### src/rtl/vdrp_defs.svh
/*
 Timing counts and pin widths of the random-port controller.
 Assumes a 100 MHz controller clock; definitions only.
*/
`ifndef VDRP_DEFS_SVH
`define VDRP_DEFS_SVH
`define VDRP_ADDR_W      9
`define VDRP_DATA_W      4
`define VDRP_SETUP_NS    20
`define VDRP_STROBE_NS   60
`define VDRP_PRECH_NS    80
`define VDRP_CLK_NS      10
`define VDRP_SETUP_CYC   ((`VDRP_SETUP_NS + `VDRP_CLK_NS - 1) / `VDRP_CLK_NS)
`define VDRP_STROBE_CYC  ((`VDRP_STROBE_NS + `VDRP_CLK_NS - 1) / `VDRP_CLK_NS)
`define VDRP_PRECH_CYC   ((`VDRP_PRECH_NS + `VDRP_CLK_NS - 1) / `VDRP_CLK_NS)
`endif

### src/rtl/vdrp_pkg.sv
/*
 Types of the random-port controller.
 Assumes vdrp_defs.svh for numeric constants.
*/
package vdrp_pkg;
   typedef enum logic [2:0] {
      READ,        // Plain read
      WRITE,       // Write, optional lane mask
      BLOCK_WR,    // Four-column block write
      LOAD_COLOR,  // Colour register load
      XFER_WR,     // Serial register into row
      XFER_WR_ALT, // Serial register into row, shift gate ignored
      XFER_RD      // Row into serial register
   } vdrp_cmd_t;
endpackage : vdrp_pkg

### src/rtl/vdrp_pins_if.sv
/*
 Pin bundle between the sequencer and its pin timer.
 Assumes both ends share one clock.
*/
`timescale 1ns/100ps
`include "vdrp_defs.svh"
interface vdrp_pins_if;
   logic                    tick;    // Timing step pulse
   logic                    busy;    // Timer counting
   logic [7:0]              load;    // Cycles to count
   logic                    start;   // Start pulse
   modport seq (output load, output start, input tick, input busy);
   modport tmr (input load, input start, output tick, output busy);
endinterface : vdrp_pins_if

### src/rtl/vdrp_timer.sv
/*
 Down counter giving a one-cycle step pulse after a loaded delay.
 Assumes a synchronous active-low reset.
*/
`timescale 1ns/100ps
`include "vdrp_defs.svh"
module vdrp_timer (
   input  wire logic clock,        // 100 MHz clock
   input  wire logic nrst,         // Sync reset, active low
   vdrp_pins_if.tmr  tp            // Timer side
);
   logic [7:0] count_r;
   always_ff @(posedge clock)
   begin
      if (!nrst)
         count_r <= 8'h00;
      else if (tp.start)
         count_r <= tp.load;
      else if (count_r != 8'h00)
         count_r <= count_r - 8'h01;
   end
   assign tp.busy = (count_r != 8'h00);
   assign tp.tick = (count_r == 8'h01);
endmodule : vdrp_timer

### src/rtl/vdrp_host.sv
/*
 Controller driving the random port of a dual-ported video DRAM.
 Assumes the device answers asynchronously; read data is sampled
 through three flip-flops. No clock or reset on the device side.
*/
`timescale 1ns/100ps
`include "vdrp_defs.svh"
module vdrp_host #(
   parameter int ADDR_W = `VDRP_ADDR_W,
   parameter int DATA_W = `VDRP_DATA_W
) (
   input  wire logic               clock,      // 100 MHz clock
   input  wire logic               nrst,       // Sync reset, active low
   input  wire logic               reqValid,   // Command request
   input  wire vdrp_pkg::vdrp_cmd_t reqCmd,    // Cycle type
   input  wire logic [ADDR_W-1:0]  reqRow,     // Row address
   input  wire logic [ADDR_W-1:0]  reqCol,     // Column or tap address
   input  wire logic [DATA_W-1:0]  reqData,    // Write or colour data
   input  wire logic [DATA_W-1:0]  reqMask,    // Lane mask for write and block write
   input  wire logic               reqMaskEn,  // Use lane mask
   input  wire logic               reqShiftIn, // Shift gate level
   output logic                    reqReady,   // Idle, takes request
   output logic                    rspValid,   // Read data pulse
   output logic [DATA_W-1:0]       rspData,    // Read data
   output logic                    rowStrobe_n,   // Row strobe
   output logic                    colStrobe_n,   // Column strobe
   output logic                    writeStrobe_n, // Write strobe
   output logic                    transfer_gate_n,         // Gate
   output logic                    special_function_select, // Fn
   output logic                    shift_port_gate_n,       // Shift gate
   output logic [ADDR_W-1:0]       multiplexed_address_pins, // Address
   output logic [DATA_W-1:0]       random_io_lines_o,  // Data out
   output logic                    random_io_lines_oe, // Drive enable
   input  wire logic [DATA_W-1:0]  random_io_lines_i   // Data in
);
   localparam logic [7:0] SETUP  = 8'(`VDRP_SETUP_CYC);
   localparam logic [7:0] STROBE = 8'(`VDRP_STROBE_CYC);
   localparam logic [7:0] PRECH  = 8'(`VDRP_PRECH_CYC);

   typedef enum logic [2:0] {
      IDLE, ROW_SET, ROW_HOLD, COL_HOLD, GATE_OFF, DATA_WR, PRECH_ST
   } vdrp_state_t;

   vdrp_pins_if tp ();
   vdrp_timer u_timer (.clock(clock), .nrst(nrst), .tp(tp));

   vdrp_state_t         state_r;
   vdrp_pkg::vdrp_cmd_t cmd_r;
   logic [ADDR_W-1:0]   col_r;
   logic [DATA_W-1:0]   data_r;
   logic [DATA_W-1:0]   syncA_r, syncB_r, syncC_r;
   logic                take;

   function automatic logic isXfer(input vdrp_pkg::vdrp_cmd_t c);
      isXfer = (c == vdrp_pkg::XFER_WR) || (c == vdrp_pkg::XFER_WR_ALT)
            || (c == vdrp_pkg::XFER_RD);
   endfunction : isXfer

   function automatic logic isWrite(input vdrp_pkg::vdrp_cmd_t c);
      isWrite = (c != vdrp_pkg::READ) && (c != vdrp_pkg::XFER_RD);
   endfunction : isWrite

   function automatic logic hasMask(input vdrp_pkg::vdrp_cmd_t c);
      hasMask = (c == vdrp_pkg::WRITE) || (c == vdrp_pkg::BLOCK_WR);
   endfunction : hasMask

   // Read data synchroniser
   always_ff @(posedge clock)
   begin
      if (!nrst)
      begin
         syncA_r <= 4'h0;
         syncB_r <= 4'h0;
         syncC_r <= 4'h0;
      end
      else
      begin
         syncA_r <= random_io_lines_i;
         syncB_r <= syncA_r;
         syncC_r <= syncB_r;
      end
   end

   // A request waits until the strobes have been high for the precharge
   assign take     = (state_r == IDLE) && reqValid && !tp.busy;
   assign tp.start = (state_r != IDLE) && tp.tick || take;
   // Length of the phase that follows each state
   always_comb
   begin
      case (state_r)
         IDLE:     tp.load = SETUP;
         ROW_SET:  tp.load = STROBE;
         ROW_HOLD: tp.load = STROBE;
         COL_HOLD: tp.load = STROBE;
         GATE_OFF: tp.load = STROBE;
         DATA_WR:  tp.load = SETUP;
         PRECH_ST: tp.load = PRECH;
         default:  tp.load = SETUP;
      endcase
   end

   // Sequencer
   always_ff @(posedge clock)
   begin
      if (!nrst)
      begin
         state_r <= IDLE;
         cmd_r   <= vdrp_pkg::READ;
         col_r   <= '0;
         data_r  <= '0;
      end
      else
      begin
         case (state_r)
            IDLE:
               if (take)
               begin
                  state_r <= ROW_SET;
                  cmd_r   <= reqCmd;
                  col_r   <= reqCol;
                  data_r  <= reqData;
               end
            ROW_SET:  if (tp.tick) state_r <= ROW_HOLD;
            ROW_HOLD: if (tp.tick) state_r <= COL_HOLD;
            COL_HOLD:
               if (tp.tick)
                  state_r <= isXfer(cmd_r) ? PRECH_ST : GATE_OFF;
            GATE_OFF:
               if (tp.tick)
                  state_r <= isWrite(cmd_r) ? DATA_WR : PRECH_ST;
            DATA_WR:  if (tp.tick) state_r <= PRECH_ST;
            PRECH_ST: if (tp.tick) state_r <= IDLE;
            default:  state_r <= IDLE;
         endcase
      end
   end

   // Pin drive
   always_ff @(posedge clock)
   begin
      if (!nrst)
      begin
         rowStrobe_n              <= 1'b1;
         colStrobe_n              <= 1'b1;
         writeStrobe_n            <= 1'b1;
         transfer_gate_n          <= 1'b1;
         special_function_select  <= 1'b0;
         shift_port_gate_n        <= 1'b1;
         multiplexed_address_pins <= '0;
         random_io_lines_o        <= '0;
         random_io_lines_oe       <= 1'b0;
      end
      else if (take)
      begin
         // Levels settle before the row strobe falls
         multiplexed_address_pins <= reqRow;
         transfer_gate_n <= !isXfer(reqCmd);
         writeStrobe_n <= !(reqCmd == vdrp_pkg::XFER_WR
            || reqCmd == vdrp_pkg::XFER_WR_ALT
            || (reqMaskEn && hasMask(reqCmd)));
         special_function_select <= (reqCmd == vdrp_pkg::LOAD_COLOR)
            || (reqCmd == vdrp_pkg::XFER_WR_ALT);
         shift_port_gate_n <= !(reqCmd == vdrp_pkg::XFER_WR)
            && reqShiftIn;
         random_io_lines_o  <= reqMask;
         random_io_lines_oe <= reqMaskEn && hasMask(reqCmd);
      end
      else if (tp.tick)
      begin
         case (state_r)
            ROW_SET:
               rowStrobe_n <= 1'b0;
            ROW_HOLD:
            begin
               multiplexed_address_pins <= col_r;
               special_function_select <= (cmd_r == vdrp_pkg::LOAD_COLOR)
                  || (cmd_r == vdrp_pkg::BLOCK_WR);
               writeStrobe_n      <= 1'b1;
               random_io_lines_oe <= 1'b0;
               // Gate low on reads opens the device drivers
               if (cmd_r == vdrp_pkg::READ)
                  transfer_gate_n <= 1'b0;
            end
            COL_HOLD:
            begin
               colStrobe_n <= 1'b0;
               // Reads keep the gate low so the device can answer
               if (cmd_r != vdrp_pkg::READ)
                  transfer_gate_n <= 1'b1;
               // Write data goes up while the gate holds the device off
               if (isWrite(cmd_r) && !isXfer(cmd_r))
               begin
                  random_io_lines_o  <= data_r;
                  random_io_lines_oe <= 1'b1;
               end
            end
            GATE_OFF:
            begin
               // Read data is taken at this edge, then the device is shut
               transfer_gate_n <= 1'b1;
               if (isWrite(cmd_r))
                  writeStrobe_n <= 1'b0;
            end
            DATA_WR:
               writeStrobe_n <= 1'b1;
            PRECH_ST:
            begin
               rowStrobe_n             <= 1'b1;
               colStrobe_n             <= 1'b1;
               transfer_gate_n         <= 1'b1;
               special_function_select <= 1'b0;
               shift_port_gate_n       <= 1'b1;
               random_io_lines_oe      <= 1'b0;
            end
            default: ;
         endcase
      end
   end

   // Read capture while column strobe and gate are low
   always_ff @(posedge clock)
   begin
      if (!nrst)
      begin
         rspValid <= 1'b0;
         rspData  <= '0;
      end
      else
      begin
         rspValid <= (state_r == GATE_OFF) && tp.tick
                     && (cmd_r == vdrp_pkg::READ);
         if ((state_r == GATE_OFF) && tp.tick && (cmd_r == vdrp_pkg::READ))
            rspData <= syncC_r;
      end
   end

   // Ready once idle and the precharge count has run out
   always_ff @(posedge clock)
   begin
      if (!nrst)
         reqReady <= 1'b0;
      else
         reqReady <= (state_r == IDLE) && !take
                     && (!tp.busy || tp.tick);
   end
endmodule : vdrp_host

### config.mk
export PLATFORM = sky130hd
export DESIGN_NAME = vdrp_host
export DESIGN_NICKNAME = d
export VERILOG_FILES = /design/src/rtl/vdrp_pkg.sv /design/src/rtl/vdrp_pins_if.sv /design/src/rtl/vdrp_timer.sv /design/src/rtl/vdrp_host.sv
export VERILOG_INCLUDE_DIRS = /design/src /design/src/rtl
export SDC_FILE = /design/constraint.sdc
export NUM_CORES = 1
export LEC_CHECK = 0
export CORE_MARGIN = 1
export CORE_UTILIZATION = 56
export DETAILED_ROUTE_END_ITERATION = 6
export DONT_BUFFER_PORTS = 1
export PLACE_DENSITY = 0.74
export SLEW_MARGIN = 20
export SYNTH_ARGS = -nofsm -noshare
export SYNTH_HDL_FRONTEND = slang
export SYNTH_SLANG_ARGS = --single-unit
### constraint.sdc
create_clock -name clock -period 1.6 [get_ports clock]
set_clock_uncertainty 0.05 [all_clocks]
set_input_delay 0.08 -clock clock [delete_from_list [all_inputs] [get_ports clock]]
set_output_delay 0.08 -clock clock [all_outputs]
set_load 0.05 [all_outputs]
==> summary.txt <==
Synthesis
  – #FFs+latches synth: 65
  – Top cell type's share of synthesized area: 44.79%
  – Synth Instances: about 340
  – Yosys warnings: 0
  – Synth area leader: dfxtp_1
  – Post-synthesis cell type count: 54
  – Count leader, synth: dfxtp_1
  – Synth async-reset ratio: 0%
  – Post-synthesis sequential area ratio: 44.79%
  – Synth Flop Type: dfxtp_1
  – Synthesized net count: around 380
  – Area contributors post-synth: dfxtp_1 (45%), a21oi_1 (6.7%), nand2_1 (6.3%)
  – Post-synth top cells: dfxtp_1 (65), nand2_1 (49), a21oi_1 (39), o21ai_0 (18), nor2_1 (17)
  – Post-synth EDFFs: 0
  – Netlist Area Pre-Place: approximately 2900 um^2
  – Average size of a mapped cell: 8.621 um^2

Detailed routing
  – Drc violations: 33
  – 1st-iter DRT viols: between 600 and 700
  – Via count: 3751
  – Drt total wl: ~15000 um
  – Final antenna-violating net count: 0
  – DR pass1 iterations: 7
  – Wire per inst: ~28 um
  – Vias/cell: about 7.2

Setup path
  – Crit start category: register
  – CP max FO: 10
  – CP peak stage delay: 0.48 ns
  – Crit end category: register
  – Type of the worst setup path: reg -> reg
  – WP data required: around 1.8 ns
  – CP arrival: between 2 and 2.5 ns
  – Worst path slowest cell: nor4_4
  – Crit path cell chain: nor4_4, nand2_4, buf_6, a21oi_4, buf_12, o21ai_0, a31oi_1

Placement
  – Dpl hpwl: 4959 um
  – GP Congestion: 0.8489
  – IO buf count: 0
  – Placed insts: 451
  – Dpl ws: -0.1607 ns
  – DP Area: around 3500 um^2

CTS
  – Clock tree buffer depth: 2
  – CTS buffer count: 9
  – CTS tree: done
  – Worst-path clk slew: about 0.090 ns
  – Clock Latency Late Sink: between 0.3 and 0.4 ns
  – Clock sinks: between 60 and 70
  – H-tree depth: 3
  – Clk root buf: clkbuf_8

Global routing
  – Grt ovf: 0
  – First-pass GRT wire length: about 15000 um
  – Grt met2 use: between 60% and 70%
  – Global route hottest layer: met2
  – Initial antenna violation count: 0
  – Grt met3 use: 8.672%
  – Largest net degree at the start of global routing: 33
  – Met1 Resource Use GR: between 40% and 50%
  – Vias in the first global route: slightly above 3000
  – Gr usage total: between 30% and 40%

Cells and area
  – Fin cells: about 520
  – Layout net count: around 490
  – Layout fillers: roughly 130
  – Area delta synth->final: 58.44%
  – Antenna cell count: 0
  – Share of layout cells above drive strength 1: 40.00%
  – Fin area: 4603 um^2

Power and ir drop
  – NetSw: around 4.5 mW
  – Max VDD drop: between 1500 and 2000 uV
  – Power Density: between 2000 and 2500 nW/um^2
  – Clk network pwr share: around 16%
  – Logic pwr share: 58.7%
  – Internal power: 4.957 mW
  – Sequential Power Share: between 20% and 30%
  – Final Power: between 9 and 10 mW
  – Sw frac: a little under half
  – P_leak: 1.916 nW

Floorplan
  – Starting Density: 59.92%
  – Die span in y: 74.03 um
  – # rows: 25
  – Die ar.: roughly 5500 um^2
  – Core Area: 4848 um^2
  – IO Count: between 60 and 70
  – Die width: roughly 74 um

Timing
  – Worst hold slack: -0.1912 ns
  – Max-slew violation count: 0
  – Setup violators final: 53
  – Crit share post-route: 128.8%
  – Crit path time final: approximately 2 ns
  – Final hold violation count: 22
  – Worst setup margin: -0.4600 ns
  – Setup TNS: -13.20 ns
  – Max Freq: between 400 and 500 MHz
  – Worst slew pin tran: approximately 0.5 ns
  – RSZ-0062 raised after global routing: yes
  – Max-slew headroom: between 60% and 70%

Run
  – Maxcap violations: 0

Outcome
  – Status: finished, violations left
  – Failing checks: DRC, hold timing, setup timing

Min path
  – HP Class: in -> reg
[stage by stage]
stage	utilization [%]	hold WS (ns)
6_report	94.94	-0.1912
3_3_place_gp	71.33	0.1139
5_1_grt	94.94	-0.2214
2_1_floorplan	-	0.1573
4_1_cts	85.21	-0.2462
3_5_place_dp	71.33	0.1184
[cells by family after synthesis]
group	share of synthesized area, %
AND/OR/NAND/NOR	21.15
AO/OA/AOI/OAI	21.32
flip-flops	44.79
buffers and inverters	4.953
XOR/XNOR	3.015
multiplexers	3.101
adder cells (fa/ha/maj)	1.680
[flip-flops by register name, summed over array words and instances (netlist names), 3 cells and up]
name,flops
u_timer.count_r,8
state_r,3
syncB_r,4
syncA_r,4
data_r,4
random_io_lines_o,4
col_r,9
syncC_r,4
multiplexed_address_pins,9
cmd_r,3
rspData,4
[power groups by stage]
stage          clock, mW  sequential [mW]  combinational [mW]
2_1_floorplan          0             2.88                1.78
3_3_place_gp           0             2.25                3.60
3_5_place_dp           0             2.27                3.68
4_1_cts             1.44             2.25                4.00
5_1_grt             1.57             2.38                5.73
6_report            1.52             2.37                5.53
[what timing repair did]
item	4_1_cts	5_1_grt
hold buffers	35	3
hold endpoints to repair	55	23
pin swaps	7	27
buffers inserted	1	15
endpoints found under the setup margin	49	51
resized for setup	28	75
gates cloned	0	1
[final cells by class]
cell class / instances / area [um^2] / area share, %
flip-flops and latches: 65 / 1311 / 28.49
multi-input cells: 241 / 1813 / 39.39
inverters: 8 / 35.03 / 0.7611
clock buffers: 9 / 123.9 / 2.691
clock inverters: 7 / 80.08 / 1.740
well taps: 67 / 83.83 / 1.821
repair buffers: 125 / 1156 / 25.12
[routing by layer]
metal / up-vias / wire (um)
met5: - / 0
met4: 0 / 1698
met3: 185 / 1862
met2: 442 / 6530
met1: 1703 / 4708
li1: 1421 / -
[critical path: cells and delay by family, from the launching register on]
kind	cells	cell delay, ns
compound gates	3	0.56
buf+inv	2	0.33
flops	1	0.36
simple gates	2	0.68
[path summary, 6_finish.rpt]
kind / start / slack, ns / depth (start not counted) / endpoint
setup / recovery: u_timer.count_r[6] / -0.46 / 7 / multiplexed_address_pins[0]
hold / removal: nrst / -0.19 / 1 / rowStrobe_n
setup reg to reg: u_timer.count_r[6] / -0.46 / 7 / multiplexed_address_pins[0]
hold reg to reg: syncC_r[2] / 0.43 / 2 / rspData[2]
[placed cells by master, fill, tap and decap left out, types with 10 or more instances in the layout]
| cell type | n |
|---|---|
| nand2_2 | 10 |
| a21oi_2 | 17 |
| a21oi_1 | 20 |
| nor2_1 | 15 |
| and2_1 | 13 |
| dfxtp_1 | 59 |
| o21ai_0 | 11 |
| nand2_1 | 34 |
| buf_4 | 72 |
| dlygate4sd3_1 | 38 |
No activity file was read; power rests on OpenSTA's default activity.
